<file path="config.mk">
export PLATFORM = sky130hd
export DESIGN_NAME = dcesm_event_map
export DESIGN_NICKNAME = d
export VERILOG_FILES = /design/src/rtl/dcesm_pkg.sv /design/src/rtl/dcesm_evt_if.sv /design/src/rtl/dcesm_capture.sv /design/src/rtl/dcesm_event_map.sv
export SDC_FILE = /design/constraint.sdc
export NUM_CORES = 1
export LEC_CHECK = 0
export BUFFER_PORTS_ARGS = -buffer_cell sky130_fd_sc_hd__buf_2
export CAP_MARGIN = 5
export CORE_MARGIN = 10
export CORE_UTILIZATION = 47
export CTS_CLUSTER_SIZE = 8
export DETAILED_ROUTE_END_ITERATION = 10
export PLACE_DENSITY_LB_ADDON = 0.2
export SLEW_MARGIN = 30
export SYNTH_ARGS = -nofsm -noshare
export SYNTH_HDL_FRONTEND = slang
export SYNTH_HIERARCHICAL = 1
export SYNTH_SLANG_ARGS = --single-unit
</file>
<file path="constraint.sdc">
create_clock -name clk_sys -period 2.85 [get_ports clk_sys]
set_input_delay 0.57 -clock clk_sys [delete_from_list [all_inputs] [get_ports clk_sys]]
set_output_delay 0.57 -clock clk_sys [all_outputs]
set_load 0.05 [all_outputs]
</file>
<file path="src/rtl/dcesm_pkg.sv">
// Constants for the DMA channel event capture and sync map
package dcesm_pkg;
   localparam int DCESM_NCH = 64;
   localparam int DCESM_HALF = 32;
   localparam int DCESM_PRIO_W = 3;
   localparam int CH_HOST = 0;
   localparam int CH_TIMER0 = 1;
   localparam int CH_TIMER1 = 2;
   localparam int CH_SDRAM_A = 3;
   localparam int CH_GPIO_HI = 4;
   localparam int CH_GPIO_LO = 8;
   localparam int CH_SERIAL = 12;
   localparam int CH_SERIAL2 = 17;
   localparam int CH_TIMER2 = 19;
   localparam int CH_SDRAM_B = 20;
   localparam int CH_VITERBI_RX = 28;
   localparam int CH_CELL_RX = 32;
   localparam int CH_CELL_TX = 40;
   localparam int CH_GPIO_EXT = 48;
   localparam logic [63:0] DCESM_CAPTURE_RESET = 64'h0000000000000000;
endpackage

</file>
<file path="src/rtl/dcesm_evt_if.sv">
// Interface carrying raw channel events into the capture register
`timescale 1ns/10ps
interface dcesm_evt_if;
   logic [63:0] chanEvent;
   logic [63:0] serviceClear;
   logic [63:0] captured;
   modport map (output chanEvent, output serviceClear, input captured);
   modport cap (input chanEvent, input serviceClear, output captured);
endinterface

</file>
<file path="src/rtl/dcesm_capture.sv">
// Sticky event capture register for all channels
`timescale 1ns/10ps
module dcesm_capture
   import dcesm_pkg::*;
(
   input wire logic clk_sys,
   input wire logic resetn,
   dcesm_evt_if.cap evt
);
   logic [63:0] capture_r;
   logic [63:0] capture_nxt;
   // Set wins over clear so an event in the clear cycle is kept
   assign capture_nxt = (capture_r & ~evt.serviceClear) | evt.chanEvent;
   always_ff @(posedge clk_sys or negedge resetn) begin
      if (!resetn) begin
         capture_r <= DCESM_CAPTURE_RESET;
      end else begin
         capture_r <= capture_nxt;
      end
   end
   assign evt.captured = capture_r;
endmodule // dcesm_capture

</file>
<file path="src/rtl/dcesm_event_map.sv">
// Fixed event-to-channel map, capture, enable gating and priority lookup
`timescale 1ns/10ps
module dcesm_event_map
   import dcesm_pkg::*;
#(
   parameter bit HAS_DECODERS = 1'b1,
   parameter bit HAS_PCI_CELL = 1'b1,
   parameter int PRIO_W = DCESM_PRIO_W
) (
   input wire logic clk_sys,
   input wire logic resetn,
   input wire logic hostBusIrq,
   input wire logic timer0_irq,
   input wire logic timer1_irq,
   input wire logic timer2_irq,
   input wire logic sdram_refresh_a_irq,
   input wire logic sdram_refresh_b_irq,
   input wire logic [15:0] gpioEvent,
   input wire logic [3:0] extPinEvent,
   input wire logic serial0_tx_event,
   input wire logic serial0_rx_event,
   input wire logic serial1TxEvent,
   input wire logic serial1RxEvent,
   input wire logic serial2_tx_event,
   input wire logic serial2_rx_event,
   input wire logic viterbi_rx_event,
   input wire logic cell_rx_event,
   input wire logic cell_tx_event,
   input wire logic [63:0] chainEvent,
   input wire logic [31:0] event_enable_low,
   input wire logic [31:0] event_enable_high,
   input wire logic [31:0] clearLow,
   input wire logic [31:0] clearHigh,
   input wire logic serviceValid,
   input wire logic [5:0] serviceChannel,
   input wire logic prioWrite,
   input wire logic [5:0] prioWriteChannel,
   input wire logic [PRIO_W-1:0] prioWriteData,
   output logic [31:0] event_capture_low,
   output logic [31:0] event_capture_high,
   output logic [63:0] pendingRequest,
   output logic requestValid,
   output logic [5:0] requestChannel,
   output logic [PRIO_W-1:0] requestPriority
);
   dcesm_evt_if evt ();
   logic [63:0] peripheralEvent;
   logic [63:0] serviceOneHot;
   logic [63:0] pendingNow;
   logic [PRIO_W-1:0] prioRam [DCESM_NCH];
   logic [5:0] pickChannel;
   logic pickValid;
   logic [PRIO_W-1:0] pickPrio;
   logic [5:0] requestChannel_r;
   logic [PRIO_W-1:0] requestPriority_r;
   logic requestValid_r;
   logic [63:0] captureOld;
   logic [63:0] liveChannels;
   logic [63:0] liveEvent;
   logic [DCESM_HALF-1:0] pendLow;
   logic [DCESM_HALF-1:0] pendHigh;
   logic pendLowAny;
   logic pendHighAny;
   logic [4:0] lowIdx;
   logic [4:0] highIdx;

   // Lowest set bit of one half; both halves share this encoder
   function automatic logic [4:0] lowestIndex(input logic [DCESM_HALF-1:0] bits);
      logic [4:0] idx;
      idx = 5'h00;
      for (int k = DCESM_HALF - 1; k >= 0; k--) begin
         if (bits[k]) begin
            idx = 5'(k);
         end
      end
      return idx;
   endfunction

   // Channels that own a live source on this variant; all others can be set only by chainEvent
   function automatic logic [63:0] sourcedChannels(input bit withDecoders, input bit withCell);
      logic [63:0] mask;
      mask = '0;
      mask[CH_HOST] = 1'b1;
      mask[CH_TIMER0] = 1'b1;
      mask[CH_TIMER1] = 1'b1;
      mask[CH_SDRAM_A] = 1'b1;
      mask[CH_GPIO_HI +: 4] = 4'hF;
      mask[CH_GPIO_LO +: 4] = 4'hF;
      mask[CH_SERIAL +: 4] = 4'hF;
      mask[CH_SERIAL2 +: 2] = 2'h3;
      mask[CH_TIMER2] = 1'b1;
      mask[CH_SDRAM_B] = 1'b1;
      mask[CH_VITERBI_RX] = withDecoders;
      mask[CH_CELL_RX] = withCell;
      mask[CH_CELL_TX] = withCell;
      mask[CH_GPIO_EXT +: 8] = 8'hFF;
      return mask;
   endfunction

   // Second guard: a stray wire onto an empty channel is dropped here
   assign liveChannels = sourcedChannels(HAS_DECODERS, HAS_PCI_CELL);

   // Hard-wired map; no register steers it, so software cannot reroute
   always_comb begin
      peripheralEvent = '0;
      peripheralEvent[CH_HOST] = hostBusIrq;
      peripheralEvent[CH_TIMER0] = timer0_irq;
      peripheralEvent[CH_TIMER1] = timer1_irq;
      peripheralEvent[CH_SDRAM_A] = sdram_refresh_a_irq;
      peripheralEvent[CH_GPIO_HI +: 4] = gpioEvent[7:4] | extPinEvent;
      peripheralEvent[CH_GPIO_LO +: 4] = gpioEvent[3:0];
      peripheralEvent[CH_SERIAL +: 4] = {serial1RxEvent, serial1TxEvent,
                                         serial0_rx_event, serial0_tx_event};
      peripheralEvent[CH_SERIAL2 +: 2] = {serial2_rx_event, serial2_tx_event};
      peripheralEvent[CH_TIMER2] = timer2_irq;
      peripheralEvent[CH_SDRAM_B] = sdram_refresh_b_irq;
      peripheralEvent[CH_VITERBI_RX] = HAS_DECODERS & viterbi_rx_event;
      peripheralEvent[CH_CELL_RX] = HAS_PCI_CELL & cell_rx_event;
      peripheralEvent[CH_CELL_TX] = HAS_PCI_CELL & cell_tx_event;
      peripheralEvent[CH_GPIO_EXT +: 8] = gpioEvent[15:8];
      // Host interrupt is not gated by HAS_PCI_CELL; without PCI only the cell RX and TX channels go silent
   end
   assign liveEvent = peripheralEvent & liveChannels;

   assign serviceOneHot = serviceValid ? (64'h0000000000000001 << serviceChannel) : 64'h0000000000000000;
   assign evt.chanEvent = liveEvent | chainEvent;
   assign evt.serviceClear = serviceOneHot | {clearHigh, clearLow};
   assign captureOld = evt.captured;

   dcesm_capture u_capture (
      .clk_sys(clk_sys),
      .resetn(resetn),
      .evt(evt)
   );

   assign event_capture_low = captureOld[31:0];
   assign event_capture_high = captureOld[63:32];
   // Enable only gates the request, never the latch
   assign pendingNow = captureOld & {event_enable_high, event_enable_low};
   assign pendingRequest = pendingNow;

   // Lowest pending channel wins the pick; two half encoders keep the chain short
   assign pendLow = pendingNow[DCESM_HALF-1:0];
   assign pendHigh = pendingNow[DCESM_NCH-1:DCESM_HALF];
   assign pendLowAny = |pendLow;
   assign pendHighAny = |pendHigh;
   assign lowIdx = lowestIndex(pendLow);
   assign highIdx = lowestIndex(pendHigh);
   assign pickValid = pendLowAny | pendHighAny;
   assign pickChannel = pendLowAny ? {1'b0, lowIdx} : (pendHighAny ? {1'b1, highIdx} : 6'h00);
   assign pickPrio = prioRam[pickChannel];

   always_ff @(posedge clk_sys) begin
      if (prioWrite) begin
         prioRam[prioWriteChannel] <= prioWriteData;
      end
   end

   always_ff @(posedge clk_sys or negedge resetn) begin
      if (!resetn) begin
         requestValid_r <= 1'b0;
         requestChannel_r <= 6'h00;
         requestPriority_r <= '0;
      end else begin
         requestValid_r <= pickValid;
         requestChannel_r <= pickChannel;
         requestPriority_r <= pickValid ? pickPrio : '0;
      end
   end
   assign requestValid = requestValid_r;
   assign requestChannel = requestChannel_r;
   assign requestPriority = requestPriority_r;
endmodule // dcesm_event_map

</file>
==> reports/metrics.cfg <==
[status]
status = finished, violations left
violations = setup timing

[worst_setup_path]
reg2reg_slack_ps = -410
reg2reg_to = requestPriority[1]
rr_worst_depth = 13
arrival_ps = 3660
crit_path_end_kind = register
worstPathCellList = a22oi_2 > nand4_4 > nor4b_4 > nand4_1 > o22ai_4 > buf_12 > buf_12 > mux2i_4 > mux2i_2 > mux2i_4 > nor2_2 > a2111oi_4 > o22ai_1
critPathLaunch = u_capture/evt.captured[3]
cpPeakStageDelay_ps = 420
slowest_stage = dfrtp_2
r2r_start = u_capture/evt.captured[3]
cp-start-kind = register
critPathKind = register to register
path_max_fanout = 6
critical_path_required_ps = 3250

[yosys]
synth_seq_cells = 266
synth_cells = 1102
yosysWarnings = 6
synth_enable_flop_cells = 192
ys_seq_area_share_pct = 58.5
syn_nets = 1348
synthArstFlopShare_pct = 27.8
syn_area_per_cell_um2 = 11.8
netlist_area_um2 = 13000
ys.flop_type = edfxtp_1
synth.distinct_cells = 75

[grt]
track_usage_pct = 29.5
grt_overflow = 0
antenna_found_initial = 13
grt_max_degree = 65
grt_pass1_wl_um = 77700
grt_pass1_vias = 12099

[place]
io_buffers = 383
place_congestion = 0.983
hpwlAfterDp_um = 42500
dp_slack_ps = -857

[pwr]
total_power_mw = 10.6
power_density_nw_per_um2 = 555
ir_worst_vdd_mv = 0.594
p_leak_nw = 8.38

[sta]
final-hold-violation-count = 0
skew_ps = 17.7
rsz0062_at_grt = true
min_period_over_period_pct = 115
fmax_mhz = 306
slew_headroom_pct = 41.0
post-route-min-period_ps = 3260
setup_viol = 3
worst_pin_slew_ps = 879
worst_slack_ps = -413
maxSlewViolCount = 0

[clocking]
cts_buffers = 39
clkSinkCount = 266
htree_levels = 2
path_clk_slew_ps = 60
cts_tree = done
cts_hold_buf = 0
clk_latency_ps = 530
clock_path_buffers = 3
clock-root-buffer = clkbuf_16

[floorplan]
ios = 384
die_y_um = 186
rows = 60
dieArea_um2 = 34800
core_area_um2 = 27100
die_x_um = 186
initial_core_util_pct = 48.0

[min_path]
min-delay-path-class = input pin to async pin

[finish]
layout_commonest_cell = buf_2
fin_nets = 2012
area_growth_pct = 46.8
drive_gt1_share_pct = 50.6
final_cell_mix = buf_2, buf_4, edfxtp_1, a21o_1, nor2_1

[route]
first_pass_iters = 5
drc = 0
num_vias = 12048
vias_per_cell = 5.55
drt_iter0_drc = 1092
post_drt_wl_per_cell_um = 24.9
wirelength_um = 54100
antenna_left = 0

[flow_run]
max_cap_violations = 0

[kinds of logic after synthesis]
logic type / synth area share (%)
AO/OA/AOI/OAI: 15.4
multiplexers: 8.28
flip-flops: 58.5
buffers and inverters: 4.07
AND/OR/NAND/NOR: 13.8
[worst max path at each step]
stage | slack [ps] | endpoint
finish | -410 | requestPriority[1]
global route | -550 | requestPriority[0]
CTS | -370 | requestPriority[1]
detailed placement | -860 | requestPriority[1]
global placement | -810 | requestPriority[1]
floorplan | -120 | requestPriority[1]
[report_power, final]
part,internal (mW),leakage (nW),switching [mW]
registers,4.25,2.48,0.0617
logic,0.826,5.38,1.28
clock network,2.53,0.526,1.64
[critical path, delay by kind of cell, from the launching register on]
kind	cells	cell delay [ps]
AOI/OAI and AO/OA	4	1060
DFF	1	420
and+or+nand+nor	4	800
muxes	3	530
buffers and inverters	2	310
[cell usage after synthesis (3+ instances only)]
cell | number | share of area [%]
edfxtp_1 | 192 | 44
a21o_1 | 111 | 6.4
nor2_1 | 93 | 2.7
inv_1 | 88 | 2.5
mux2i_1 | 81 | 6.2
nand2_1 | 76 | 2.2
dfrtp_1 | 74 | 14
and2_1 | 44 | 2.1
or2_2 | 33 | 1.6
a22oi_1 | 23 | 1.3
nand3_1 | 22 | 0.85
o21bai_1 | 22 | 1.3
a21oi_1 | 18 | 0.69
a22o_1 | 17 | 1.1
mux2_2 | 17 | 1.5
nor3_1 | 17 | 0.65
o21ai_0 | 15 | 0.58
clkbuf_1 | 13 | 0.37
nand4_1 | 11 | 0.53
buf_2 | 9 | 0.35
nor4_1 | 9 | 0.43
o22ai_1 | 9 | 0.43
buf_6 | 6 | 0.52
nor2b_1 | 6 | 0.29
or3_1 | 6 | 0.29
a211oi_1 | 5 | 0.29
nand2b_1 | 5 | 0.24
buf_4 | 4 | 0.23
mux2_1 | 4 | 0.35
nand3b_1 | 4 | 0.23
a22oi_2 | 3 | 0.29
a31oi_1 | 3 | 0.14
o2111ai_1 | 3 | 0.20
o211ai_1 | 3 | 0.17
o211ai_2 | 3 | 0.29
or3b_2 | 3 | 0.20
or4_1 | 3 | 0.17
[state kept, by name, summed over array words and instances, names as in the netlist]
signal                  count
u_capture/evt.captured     64
requestValid                1
prioRam                   192
requestPriority             3
requestChannel              6
[per-stage QoR]
step | cell area [µm²] | hold WS, ps | setup TNS, ps | instances | util, %
6_report | 19100 | 34.5 | -1230 | 2170 | 70.5
5_1_grt | 19100 | 75.9 | -1590 | 2165 | 70.5
4_1_cts | 18900 | 53.6 | -1050 | 2150 | 69.6
3_5_place_dp | 17300 | 503 | -2390 | 2062 | 63.8
3_3_place_gp | 17300 | 501 | -2300 | 2062 | 63.8
2_1_floorplan | 13200 | 274 | -280 | 1102 | -
[final cells by class]
cell class / instances / area, µm²
multi-input combinational: 714 / 5280
timing repair buffer: 655 / 4190
clock inverter: 4 / 62.6
antenna: 11 / 27.5
tap: 372 / 465
inverter: 90 / 352
fill: 2003 / 8000
sequential: 266 / 7670
clock buffer: 58 / 1050
[routing by layer]
metal	track usage, %	vias to the layer above	part of all wire, %
met2	47.6	663	47
met5	0	-	0.083
met1	37.9	5857	40
li1	-	5409	-
met4	9.60	6	3.1
met3	7.82	113	9.8
[timing repair]
action,CTS,global route
pin swaps,24,26
buffers inserted,25,10
endpoints found under the setup margin,3,3
gates resized for setup,51,29
gates cloned,1,0
(Power assumes the default switching activity.)
